[src/logic/mbr_consts.vh]
`ifndef MBR_CONSTS_VH
`define MBR_CONSTS_VH

// Opcodes handled by the branch and run-state block
`define MBR_OP_IMM8 8'hf4
`define MBR_OP_IMM16 8'hf5
`define MBR_OP_CTL 8'hf8
`define MBR_OP_REG 8'hf9

// Operation subopcodes
`define MBR_SUB_COND_LIM 8'h20
`define MBR_SUB_JMP_I 8'h20
`define MBR_SUB_CALL_I 8'h21
`define MBR_SUB_SLEEP 8'h28
`define MBR_SUB_RET 8'h00
`define MBR_SUB_EXIT 8'h02
`define MBR_SUB_JMP_R 8'h04
`define MBR_SUB_CALL_R 8'h05

// Condition subopcodes (low five bits)
`define MBR_CC_C 5'h08
`define MBR_CC_O 5'h09
`define MBR_CC_S 5'h0a
`define MBR_CC_Z 5'h0b
`define MBR_CC_A 5'h0c
`define MBR_CC_NA 5'h0d
`define MBR_CC_ALWAYS 5'h0e
`define MBR_CC_NC 5'h18
`define MBR_CC_NO 5'h19
`define MBR_CC_NS 5'h1a
`define MBR_CC_NZ 5'h1b
`define MBR_CC_SG 5'h1c
`define MBR_CC_SLE 5'h1d
`define MBR_CC_SL 5'h1e
`define MBR_CC_SGE 5'h1f
`define MBR_MIN_SIGNED_VER 3

// Condition word bit positions
`define MBR_FLAG_C 8
`define MBR_FLAG_O 9
`define MBR_FLAG_S 10
`define MBR_FLAG_Z 11
`define MBR_FLAG_W 12

// Run states
`define MBR_RUN_STOPPED 2'h0
`define MBR_RUN_RUNNING 2'h1
`define MBR_RUN_SLEEPING 2'h2

// Stack step and timing counts in cycles
`define MBR_SP_STEP 32'h0000_0004
`define MBR_BR_TAKEN_CYC 3'h4
`define MBR_SEQ_OVERHEAD 3'h2
`define MBR_RET_OVERHEAD 3'h3
`define MBR_WORD_BYTES 4'h4

`endif

[src/logic/mbr_branch_ctrl.v]
`include "mbr_consts.vh"

module mbr_branch_ctrl #(
    parameter CORE_VERSION = 3,
    parameter DMEM_AW = 16,
    parameter [31:0] RESET_PC = 32'h0000_0000
) (
    input wire clk,
    input wire resetn,
    input wire crypto_reset,
    input wire start_cmd,
    input wire double_trap,
    input wire scrubber_done,
    input wire irq_pending,
    input wire insn_valid,
    input wire [7:0] insn_opcode,
    input wire [7:0] insn_subop,
    input wire [15:0] insn_imm,
    input wire [2:0] insn_len,
    input wire [31:0] insn_reg,
    input wire [31:0] cond_word,
    input wire [2:0] tgt_len,
    input wire [31:0] dmem_rdata,
    output reg insn_ready_ff,
    output reg insn_done_ff,
    output reg insn_taken_ff,
    output reg insn_invalid_ff,
    output reg [31:0] program_counter_ff,
    output reg [31:0] stack_pointer_ff,
    output reg dmem_rd_ff,
    output reg dmem_wr_ff,
    output reg [31:0] dmem_addr_ff,
    output reg [31:0] dmem_wdata_ff,
    output wire [1:0] run_state_ff,
    output wire exit_irq_ff
);
    // Sequencer states
    localparam [1:0] SQ_IDLE = 2'd0;
    localparam [1:0] SQ_LOAD = 2'd1;
    localparam [1:0] SQ_DATA = 2'd2;
    localparam [1:0] SQ_WAIT = 2'd3;

    // Decoded instruction kinds
    localparam [2:0] K_BAD = 3'd0;
    localparam [2:0] K_BRA = 3'd1;
    localparam [2:0] K_JMP = 3'd2;
    localparam [2:0] K_CALL = 3'd3;
    localparam [2:0] K_RET = 3'd4;
    localparam [2:0] K_EXIT = 3'd5;
    localparam [2:0] K_SLEEP = 3'd6;

    // Live stack bits: low two and those beyond data memory are zero
    localparam [31:0] SP_MASK =
        ((32'h0000_0001 << DMEM_AW) - 32'h0000_0001) & ~32'h0000_0003;

    reg [1:0] seq_ff;
    reg [2:0] cnt_ff;
    reg [31:0] tgt_ff;
    reg [2:0] kind;
    reg [31:0] target;
    wire cc_true;
    wire cc_valid;
    wire running;
    wire accept;
    wire exit_evt;
    wire sleep_evt;
    wire sleep_flag;
    wire [31:0] imm_sext;
    wire [31:0] imm_zext;
    wire [31:0] next_pc;
    wire [31:0] sp_dec;

    // Extra fetch cycle when the instruction spans two aligned words
    function fetch_extra;
        input [31:0] addr;
        input [2:0] len;
        reg [3:0] span;
        begin
            span = {2'b00, addr[1:0]} + {1'b0, len};
            fetch_extra = (span > `MBR_WORD_BYTES);
        end
    endfunction

    // Wait count for a taken transfer after the accepting cycle
    function [2:0] taken_wait;
        input [31:0] addr;
        input [2:0] len;
        begin
            taken_wait = `MBR_BR_TAKEN_CYC - `MBR_SEQ_OVERHEAD +
                         {2'b00, fetch_extra(addr, len)};
        end
    endfunction

    mbr_cond_eval #(
        .CORE_VERSION(CORE_VERSION)
    ) u_cond (
        .cc(insn_subop[4:0]),
        .flags(cond_word[`MBR_FLAG_W-1:0]),
        .cond(cc_true),
        .valid(cc_valid)
    );

    mbr_run_state u_run (
        .clk(clk),
        .resetn(resetn),
        .crypto_reset(crypto_reset),
        .start_cmd(start_cmd),
        .exit_evt(exit_evt),
        .double_trap(double_trap),
        .sleep_evt(sleep_evt),
        .irq_pending(irq_pending),
        .scrubber_done(scrubber_done),
        .run_state_ff(run_state_ff),
        .exit_irq_ff(exit_irq_ff)
    );

    // Operand forms and derived addresses
    assign imm_sext = (insn_opcode == `MBR_OP_IMM16) ?
                      {{16{insn_imm[15]}}, insn_imm} :
                      {{24{insn_imm[7]}}, insn_imm[7:0]};
    assign imm_zext = (insn_opcode == `MBR_OP_IMM16) ?
                      {16'h0000, insn_imm} :
                      {24'h00_0000, insn_imm[7:0]};
    assign next_pc = program_counter_ff + {29'h0000_0000, insn_len};
    assign sp_dec = (stack_pointer_ff - `MBR_SP_STEP) & SP_MASK;
    assign sleep_flag = cond_word[insn_imm[4:0]];

    // Instructions are taken only while running and the sequencer is free
    assign running = (run_state_ff == `MBR_RUN_RUNNING);
    assign accept = insn_valid & insn_ready_ff & running & ~crypto_reset;
    assign exit_evt = accept & (kind == K_EXIT);
    assign sleep_evt = accept & (kind == K_SLEEP) & sleep_flag;

    // Instruction decode and transfer target
    always @* begin
        kind = K_BAD;
        target = imm_zext;
        case (insn_opcode)
            `MBR_OP_IMM8, `MBR_OP_IMM16: begin
                if (insn_subop < `MBR_SUB_COND_LIM) begin
                    if (cc_valid)
                        kind = K_BRA;
                    target = program_counter_ff + imm_sext;
                end else if (insn_subop == `MBR_SUB_JMP_I) begin
                    kind = K_JMP;
                end else if (insn_subop == `MBR_SUB_CALL_I) begin
                    kind = K_CALL;
                end else if (insn_subop == `MBR_SUB_SLEEP &&
                             insn_opcode == `MBR_OP_IMM8) begin
                    kind = K_SLEEP;
                end
            end
            `MBR_OP_CTL: begin
                if (insn_subop == `MBR_SUB_RET)
                    kind = K_RET;
                else if (insn_subop == `MBR_SUB_EXIT)
                    kind = K_EXIT;
            end
            `MBR_OP_REG: begin
                target = insn_reg;
                if (insn_subop == `MBR_SUB_JMP_R)
                    kind = K_JMP;
                else if (insn_subop == `MBR_SUB_CALL_R)
                    kind = K_CALL;
            end
            default: kind = K_BAD;
        endcase
    end

    // Sequencer, program counter, stack pointer and data memory strobes
    always @(posedge clk) begin
        if (!resetn) begin
            seq_ff <= SQ_IDLE;
            cnt_ff <= 3'h0;
            tgt_ff <= 32'h0000_0000;
            insn_ready_ff <= 1'b1;
            insn_done_ff <= 1'b0;
            insn_taken_ff <= 1'b0;
            insn_invalid_ff <= 1'b0;
            program_counter_ff <= RESET_PC;
            stack_pointer_ff <= 32'h0000_0000;
            dmem_rd_ff <= 1'b0;
            dmem_wr_ff <= 1'b0;
            dmem_addr_ff <= 32'h0000_0000;
            dmem_wdata_ff <= 32'h0000_0000;
        end else begin
            insn_done_ff <= 1'b0;
            insn_taken_ff <= 1'b0;
            insn_invalid_ff <= 1'b0;
            dmem_rd_ff <= 1'b0;
            dmem_wr_ff <= 1'b0;
            if (crypto_reset) begin
                // Abandon any transfer in flight
                seq_ff <= SQ_IDLE;
                insn_ready_ff <= 1'b1;
            end else begin
                case (seq_ff)
                    SQ_IDLE: begin
                        if (accept) begin
                            case (kind)
                                K_BRA: begin
                                    if (cc_true) begin
                                        seq_ff <= SQ_WAIT;
                                        insn_ready_ff <= 1'b0;
                                        tgt_ff <= target;
                                        cnt_ff <= taken_wait(target,
                                                             tgt_len);
                                    end else begin
                                        program_counter_ff <= next_pc;
                                        insn_done_ff <= 1'b1;
                                    end
                                end
                                K_JMP: begin
                                    seq_ff <= SQ_WAIT;
                                    insn_ready_ff <= 1'b0;
                                    tgt_ff <= target;
                                    cnt_ff <= taken_wait(target, tgt_len);
                                end
                                K_CALL: begin
                                    seq_ff <= SQ_WAIT;
                                    insn_ready_ff <= 1'b0;
                                    tgt_ff <= target;
                                    cnt_ff <= taken_wait(target, tgt_len);
                                    stack_pointer_ff <= sp_dec;
                                    dmem_wr_ff <= 1'b1;
                                    dmem_addr_ff <= sp_dec;
                                    dmem_wdata_ff <= next_pc;
                                end
                                K_RET: begin
                                    seq_ff <= SQ_LOAD;
                                    insn_ready_ff <= 1'b0;
                                    dmem_rd_ff <= 1'b1;
                                    dmem_addr_ff <= stack_pointer_ff;
                                end
                                K_EXIT: begin
                                    program_counter_ff <= next_pc;
                                    insn_done_ff <= 1'b1;
                                end
                                K_SLEEP: begin
                                    // Counter stays on the sleep itself when sleep_flag is set, else moves past it
                                    if (!sleep_flag)
                                        program_counter_ff <= next_pc;
                                    insn_done_ff <= 1'b1;
                                end
                                default: insn_invalid_ff <= 1'b1;
                            endcase
                        end
                    end
                    SQ_LOAD: seq_ff <= SQ_DATA;
                    SQ_DATA: begin
                        // Return word arrives; one cycle more than a branch
                        seq_ff <= SQ_WAIT;
                        tgt_ff <= dmem_rdata;
                        cnt_ff <= `MBR_BR_TAKEN_CYC - `MBR_RET_OVERHEAD +
                                  {2'b00, fetch_extra(dmem_rdata, tgt_len)};
                        stack_pointer_ff <=
                            (stack_pointer_ff + `MBR_SP_STEP) & SP_MASK;
                    end
                    SQ_WAIT: begin
                        if (cnt_ff == 3'h0) begin
                            seq_ff <= SQ_IDLE;
                            insn_ready_ff <= 1'b1;
                            program_counter_ff <= tgt_ff;
                            insn_done_ff <= 1'b1;
                            insn_taken_ff <= 1'b1;
                        end else begin
                            cnt_ff <= cnt_ff - 3'h1;
                        end
                    end
                    default: seq_ff <= SQ_IDLE;
                endcase
            end
        end
    end
endmodule // mbr_branch_ctrl

[src/logic/mbr_cond_eval.v]
`include "mbr_consts.vh"

module mbr_cond_eval #(
    parameter CORE_VERSION = 3
) (
    input wire [4:0] cc,
    input wire [11:0] flags,
    output reg cond,
    output reg valid
);
    wire flg_c = flags[`MBR_FLAG_C];
    wire flg_o = flags[`MBR_FLAG_O];
    wire flg_s = flags[`MBR_FLAG_S];
    wire flg_z = flags[`MBR_FLAG_Z];
    wire ovs = flg_o ^ flg_s;
    wire signed_ok = (CORE_VERSION >= `MBR_MIN_SIGNED_VER);

    // Condition decode from the five-bit condition code
    always @* begin
        cond = 1'b0;
        valid = 1'b1;
        if (cc[4:3] == 2'b00) begin
            cond = flags[cc[2:0]];
        end else if (cc[4:3] == 2'b10) begin
            cond = ~flags[cc[2:0]];
        end else begin
            case (cc)
                `MBR_CC_C: cond = flg_c;
                `MBR_CC_O: cond = flg_o;
                `MBR_CC_S: cond = flg_s;
                `MBR_CC_Z: cond = flg_z;
                `MBR_CC_A: cond = ~flg_c & ~flg_z;
                `MBR_CC_NA: cond = flg_c | flg_z;
                `MBR_CC_ALWAYS: cond = 1'b1;
                `MBR_CC_NC: cond = ~flg_c;
                `MBR_CC_NO: cond = ~flg_o;
                `MBR_CC_NS: cond = ~flg_s;
                `MBR_CC_NZ: cond = ~flg_z;
                `MBR_CC_SG: begin
                    cond = ~ovs & ~flg_z;
                    valid = signed_ok;
                end
                `MBR_CC_SLE: begin
                    cond = ovs | flg_z;
                    valid = signed_ok;
                end
                `MBR_CC_SL: begin
                    cond = ovs;
                    valid = signed_ok;
                end
                `MBR_CC_SGE: begin
                    cond = ~ovs;
                    valid = signed_ok;
                end
                default: valid = 1'b0;
            endcase
        end
    end
endmodule // mbr_cond_eval

[src/logic/mbr_run_state.v]
`include "mbr_consts.vh"

module mbr_run_state (
    input wire clk,
    input wire resetn,
    input wire crypto_reset,
    input wire start_cmd,
    input wire exit_evt,
    input wire double_trap,
    input wire sleep_evt,
    input wire irq_pending,
    input wire scrubber_done,
    output reg [1:0] run_state_ff,
    output reg exit_irq_ff
);
    reg [1:0] nxt_run_state;
    reg nxt_exit_irq;

    // Next state; crypto reset first, then scrubber done, then the events of the present state
    always @* begin
        nxt_run_state = run_state_ff;
        nxt_exit_irq = 1'b0;
        if (crypto_reset) begin
            nxt_run_state = `MBR_RUN_RUNNING;
        end else if (scrubber_done &&
                     run_state_ff != `MBR_RUN_STOPPED) begin
            nxt_run_state = `MBR_RUN_STOPPED;
            nxt_exit_irq = 1'b1;
        end else begin
            case (run_state_ff)
                `MBR_RUN_STOPPED: begin
                    if (start_cmd)
                        nxt_run_state = `MBR_RUN_RUNNING;
                end
                `MBR_RUN_RUNNING: begin
                    if (exit_evt || double_trap) begin
                        nxt_run_state = `MBR_RUN_STOPPED;
                        nxt_exit_irq = 1'b1;
                    end else if (sleep_evt) begin
                        nxt_run_state = `MBR_RUN_SLEEPING;
                    end
                end
                `MBR_RUN_SLEEPING: begin
                    if (irq_pending)
                        nxt_run_state = `MBR_RUN_RUNNING;
                end
                default: nxt_run_state = `MBR_RUN_STOPPED;
            endcase
        end
    end

    // State register; plain reset stops the core with no exit pulse
    always @(posedge clk) begin
        if (!resetn) begin
            run_state_ff <= `MBR_RUN_STOPPED;
            exit_irq_ff <= 1'b0;
        end else begin
            run_state_ff <= nxt_run_state;
            exit_irq_ff <= nxt_exit_irq;
        end
    end
endmodule // mbr_run_state

[config.mk]
export PLATFORM = sky130hd
export DESIGN_NAME = mbr_branch_ctrl
export DESIGN_NICKNAME = d
export VERILOG_FILES = /design/src/logic/mbr_branch_ctrl.v /design/src/logic/mbr_cond_eval.v /design/src/logic/mbr_run_state.v
export VERILOG_INCLUDE_DIRS = /design/src /design/src/logic
export SDC_FILE = /design/constraint.sdc
export NUM_CORES = 1
export LEC_CHECK = 0
export ABC_AREA = 1
export BUFFER_PORTS_ARGS = -buffer_cell sky130_fd_sc_hd__buf_2
export CAP_MARGIN = 25
export CORE_UTILIZATION = 51
export CTS_CLUSTER_DIAMETER = 60
export DETAILED_ROUTE_END_ITERATION = 8
export GPL_ROUTABILITY_DRIVEN = 1
export GPL_TIMING_DRIVEN = 0
export PLACE_DENSITY = 0.83
export SYNTH_ARGS = -nofsm -noshare
export SYNTH_HDL_FRONTEND = slang
export SYNTH_HIERARCHICAL = 1
export SYNTH_SLANG_ARGS = --single-unit
[constraint.sdc]
create_clock -name clk -period 3 [get_ports clk]
set_input_delay 0.6 -clock clk [delete_from_list [all_inputs] [get_ports clk]]
set_output_delay 0.6 -clock clk [all_outputs]
set_load 0.01 [all_outputs]
After elaboration in Yosys (flattened, before gate mapping)

Cells that the tools add are included.
W data, S select, Z words.

Register bits after elaboration: 174
Latch bits: 0
RAM bits: 0
Memory bits (read-only): 0
Output and inout bits: 137
Word-level logic and storage cells: 210
Memories: 0

$add $sub $neg: 9
$mul: 0
Divide/modulo/power cells: 0
Magnitude comparators: 5
Equal/unequal tests: 54
Shift-type cells: 0
Mux-type cells: 71
Bitwise gates (word level): 22
Reduce and logical (&&, ||, !) cells: 33

Operator list:

| kind                    | count |
|---|---|
| $pmux W32 S2            | 6 |
| $mux W32                | 10 |
| $pmux W32 S3            | 1 |
| $eq A5 B5 Y1 const B    | 8 |
| $eq A5 B4 Y1 const B    | 7 |
| $add A32 B3 Y32         | 1 |
| $add A32 B32 Y32        | 1 |
| $eq A8 B8 Y1 const B    | 4 |
| $mux W3                 | 9 |
| $eq A8 B6 Y1 const B    | 3 |
| $mux W1                 | 22 |
| $mux W2                 | 9 |
| $pmux W3 S3             | 2 |
| $add A16 B3 Y16 const B | 1 |
| $eq A8 B3 Y1 const B    | 2 |
| $mux W16                | 1 |
| $reduce_and A4 Y1       | 4 |
| $sub A16 B3 Y16 const B | 1 |
| $pmux W1 S15            | 1 |
| $reduce_or A15 Y1       | 1 |
| $ne A4 B3 Y1 const B    | 3 |
| $pmux W2 S3             | 2 |
| $not A1 Y1              | 11 |
| $ne A2 B2 Y1 const B    | 5 |
| 43 further kinds        | 79 |

Depth between registers and ports, before layout

Word-level depth: 16
Gate-level depth with buffers: 24

Cells and area by module

The synthesis kept the hierarchy.

By module, submodules not included:

| module          | times used | cells an instance | area each (um^2) | sequential area each (um^2) |
|---|---|---|---|---|
| mbr_branch_ctrl | 1          | 2076              | 11772.5          | 2702.6 |
| mbr_cond_eval   | 1          | 80                | 342.8            | 0.0 |
| mbr_run_state   | 1          | 29                | 173.9            | 60.1 |

Worst setup path after synthesis

OpenSTA, ideal clock, no wires.

Path type: in2reg
From: in insn_opcode[5]
To: reg tgt_ff[29]
Data arrival time: 3.014 ns
Required time: 2.888 ns
Slack: -0.126 ns
Stages on the path: 19
Buffers on the path: 0
Path through: nand2_1 -> nor2_2 -> nand2_2 -> nor2_1 -> nand2_1 -> nand2_1 -> ha_1 -> nand2_1 -> inv_1 -> nand2_1 -> nand2_1 -> a21oi_1 -> nor2_1 -> nor2_1 -> nand3_1 -> nand3_1 -> nand2_1 -> a21oi_2 -> nor2_1

Cells in the longest elaborated chain, start to end: 12
Elaborated cells between the ends (all ways): 26
Those cells by class: 1 x add/sub; 9 x eq/ne; 12 x mux; 4 x reduce/logical

RTL lines:

| element                                                                   | line                  | RTL |
|---|---|---|
| from (decl)                                                               | mbr_branch_ctrl.v:16  | `input wire [7:0] insn_opcode,` |
| parallel branches: the longest is 12 deep, another holds $add A32 B32 Y32 | -                     |  |
| to (signal assigned)                                                      | mbr_branch_ctrl.v:205 | `tgt_ff <= target;` |
| to (signal assigned)                                                      | mbr_branch_ctrl.v:216 | `tgt_ff <= target;` |
| to (signal assigned)                                                      | mbr_branch_ctrl.v:222 | `tgt_ff <= target;` |
| to (decl)                                                                 | mbr_branch_ctrl.v:58  | `reg [31:0] tgt_ff;` |

Several ways; the timed one is not identified. The select of a mux whose other input is x is not followed.
A chain may end at the register's enable or synchronous reset.

Worst setup path after layout

From: reg program_counter_ff[0]
To: reg cnt_ff[0]

Cells in the longest elaborated chain, start to end: 10

RTL lines:

| element                            | line                  | RTL |
|---|---|---|
| from (decl)                        | mbr_branch_ctrl.v:28  | `output reg [31:0] program_counter_ff,` |
| from (signal assigned)             | mbr_branch_ctrl.v:209 | `program_counter_ff <= next_pc;` |
| from (signal assigned)             | mbr_branch_ctrl.v:236 | `program_counter_ff <= next_pc;` |
| from (signal assigned)             | mbr_branch_ctrl.v:242 | `program_counter_ff <= next_pc;` |
| $add A32 B32 Y32 (*)               | mbr_branch_ctrl.v:143 | `target = program_counter_ff + imm_sext;` |
| $mux W32 (*)                       | mbr_branch_ctrl.v:140 | `` if (insn_subop < `MBR_SUB_COND_LIM) begin `` |
| $pmux W32 S2 (*)                   | mbr_branch_ctrl.v:138 | `case (insn_opcode)` |
| $add A2 B3 Y4 (*)                  | mbr_branch_ctrl.v:79  | `span = {2'b00, addr[1:0]} + {1'b0, len};` |
| $gt A4 B3 Y1 (no source line) (*)  | -                     |  |
| $add A2 B1 Y3 (no source line) (*) | -                     |  |
| $mux W3                            | mbr_branch_ctrl.v:202 | `if (cc_true) begin` |
| $pmux W3 S2 (*)                    | mbr_branch_ctrl.v:200 | `case (kind)` |
| $mux W3 (*)                        | mbr_branch_ctrl.v:199 | `if (accept) begin` |
| $pmux W3 S3 (*)                    | mbr_branch_ctrl.v:197 | `case (seq_ff)` |
| to (signal assigned)               | mbr_branch_ctrl.v:206 | `cnt_ff <= taken_wait(target,` |
| to (signal assigned)               | mbr_branch_ctrl.v:217 | `cnt_ff <= taken_wait(target, tgt_len);` |
| to (signal assigned)               | mbr_branch_ctrl.v:223 | `cnt_ff <= taken_wait(target, tgt_len);` |
| to (decl)                          | mbr_branch_ctrl.v:57  | `reg [2:0] cnt_ff;` |

Mark *: on every way between the ends. The rest lies on a longest branch, timed or not. The select of a mux whose other input is x is not followed.

==> flow_summary.json <==
{
  "stdcell_area_um2": 14900,
  "initial_core_util_pct": 52.2,
  "placed_area_um2": 14000,
  "finalPower_mw": 4.53,
  "worstSetupStartpointType": "flip-flop",
  "p_per_area_nw_per_um2": 304,
  "stdcell_count": 2820,
  "outcome": "complete, no violations",
  "fmax_mhz": 346,
  "cts_root_buffer": "clkbuf_16",
  "dp.cells": 2781,
  "grt_usage_pct": 35.7,
  "grt_max_degree": 18,
  "drv_cap": 0,
  "clkLatencyLatePin_ns": 0.43,
  "core_um2": 23500,
  "gp_congestion": 1.02,
  "synth-main-ff-cell": "dfxtp_1",
  "fin_hold_ws_ns": 0.445,
  "pin_count": 279,
  "drt-initial-drc-count": 1476,
  "dpl_worst_slack_ns": -0.911,
  "worst_slew_pin_slew_ns": 0.880,
  "grt_overflow_total": 0,
  "final_common_cell": "nand2_1",
  "yosysSeqAreaShare_pct": 22.5,
  "cp_max_fo": 4,
  "synth.ff_latch_count": 138,
  "min_period_over_period_pct": 96.3,
  "numClockSinks": 138,
  "diodes": 0,
  "wl_met3_um": 4210,
  "clock_skew_ns": 0.00980,
  "chipHeight_um": 157,
  "h-tree-depth": 4,
  "final_nets": 2681,
  "netlist_instances": 2185,
  "dpl.hpwl_um": 35800,
  "port_buffers": 242,
  "wl_met1_um": 19300,
  "drive_above_1_share_pct": 16.6,
  "finalCriticalPeriod_ns": 2.89,
  "cts_tree": "done",
  "top_layer": "met4",
  "wl_per_cell_um": 15.8,
  "cp.required_ns": 3.35,
  "synth-edff-count": 0,
  "setup_viol": 0,
  "final_cell_mix": "nand2_1 (652), nor2_1 (367), inv_1 (275)",
  "ant_nets": 0,
  "irDropWorstVdd_mv": 0.265,
  "area_delta_synth_final_pct": 21.2,
  "yosys_warnings": 6,
  "num_vias": 14900,
  "worst_slack_ns": 0.112,
  "finalHoldViolCount": 0,
  "grt_first_pass_wirelength_um": 68600,
  "drc_errors": 0,
  "setup_tns_ns": 0,
  "wl_met2_um": 20000,
  "syn_area_um2": 12300,
  "clk_path_buf_depth": 2,
  "rows": 56,
  "die_area_um2": 24700,
  "arrival_ns": 3.24,
  "die_w_um": 157,
  "grt_pass1_vias": 13300,
  "post-route-util_pct": 63.3,
  "cts_inserted_buffers": 17,
  "synthArstFlopShare_pct": 0,
  "rrSetupSlack_ns": 0.11,
  "total_leakage_power_nw": 8.21,
  "via_per_inst": 5.28,
  "hold_buffers": 0,
  "syn_area_per_cell_um2": 5.62,
  "clkTransAtPathRegs_ns": 0.06,
  "routed_wl_um": 44500,
  "slew_viol_final": 0,
  "antenna_found_initial": 0,
  "relSlewSlack_pct": 41.3,
  "critPathKind": "reg -> reg",
  "endpoint_kind": "flip-flop",
  "dr.pass1.iters": 5,
  "min_path_type": "in -> reg",
  "synth_cell_types": 48
}
==> kinds of logic after synthesis <==
logic type,after synthesis,synth area share (%)
AOI/OAI and AO/OA,268,11.9
xor gates and xnor gates,52,3.71
adders and majority gates,51,5.44
buffers and inverters,392,13.6
DFF,138,22.5
muxes,4,0.326
other,1,0.0305
and+or+nand+nor,1279,42.5
==> critical path: stages (launching register included) <==
cell and delay, ns:
dfxtp_2 0.40, ha_2 0.26, fa_1 0.45, o211ai_1 0.20, nand3_1 0.09, and2_1 0.23, fa_1 0.52, nor2_1 0.04
o22a_1 0.18, o221ai_1 0.15, o21ai_0 0.12, a21oi_1 0.15
==> state kept, by name (all words and copies together), names as in the netlist, 2 cells and up <==
signal	count
cnt_ff	3
dmem_addr_ff	14
dmem_wdata_ff	32
program_counter_ff	32
seq_ff	2
stack_pointer_ff	14
tgt_ff	32
u_run/run_state_ff	2
==> worst paths after layout <==
kind	start	end	cells past startpoint
setup / recovery	program_counter_ff[0]$_SDFFE_PN0P_	cnt_ff[0]$_SDFFE_PN0P_	11
hold / removal	resetn	u_run/run_state_ff[0]$_SDFFE_PN0P_	3
setup reg to reg	program_counter_ff[0]$_SDFFE_PN0P_	cnt_ff[0]$_SDFFE_PN0P_	11
hold reg to reg	dmem_addr_ff[15]$_SDFFE_PN0P_	dmem_addr_ff[15]$_SDFFE_PN0P_	2
==> where the power goes <==
part           internal (mW)  switching, mW  leakage (nW)  total, mW
combinational          0.215          0.341          6.82      0.556
clock                   1.30          0.840         0.280       2.14
sequential              1.83        0.00190          1.11       1.84
==> final cells by class <==
type	count	area, µm²
Sequential cell	138	2760
Clock buffer	20	437
Multi-Input combinational cell	1692	8220
Inverter	286	1070
Tap cell	319	399
Fill cell	2340	8650
Clock inverter	12	150
Buffer	106	594
Timing Repair Buffer	247	1260
==> Yosys cell counts (6+ instances only) <==
master	count	area share, %
o21ai_0	132	5.4
dfxtp_1	138	22
nor2_2	8	0.41
nand3b_1	6	0.37
clkbuf_1	43	1.3
nand2_1	657	20
nor3_1	32	1.3
a31oi_1	8	0.41
xor2_1	45	3.2
nor2_1	379	12
or2_2	7	0.36
nand4_1	27	1.4
o21bai_1	7	0.43
nand3_1	147	6.0
ha_1	47	4.8
inv_2	7	0.21
buf_2	17	0.69
a21oi_1	86	3.5
buf_4	40	2.4
inv_1	277	8.5
o211ai_1	6	0.37
xnor2_1	7	0.50
==> routing by layer <==
metal	vias to the layer above	track usage, %
met5	-	0
met3	81	4.49
met1	6658	48.4
met2	766	58.3
met4	0	11.7
li1	7398	-
==> what timing repair did <==
action,CTS,global route
pin swaps,1,9
buffers inserted,1,4
endpoints found under the setup margin,21,26
gates cloned,0,2
gates resized for setup,10,45
Note: power is estimated with default switching activity, not from simulation.
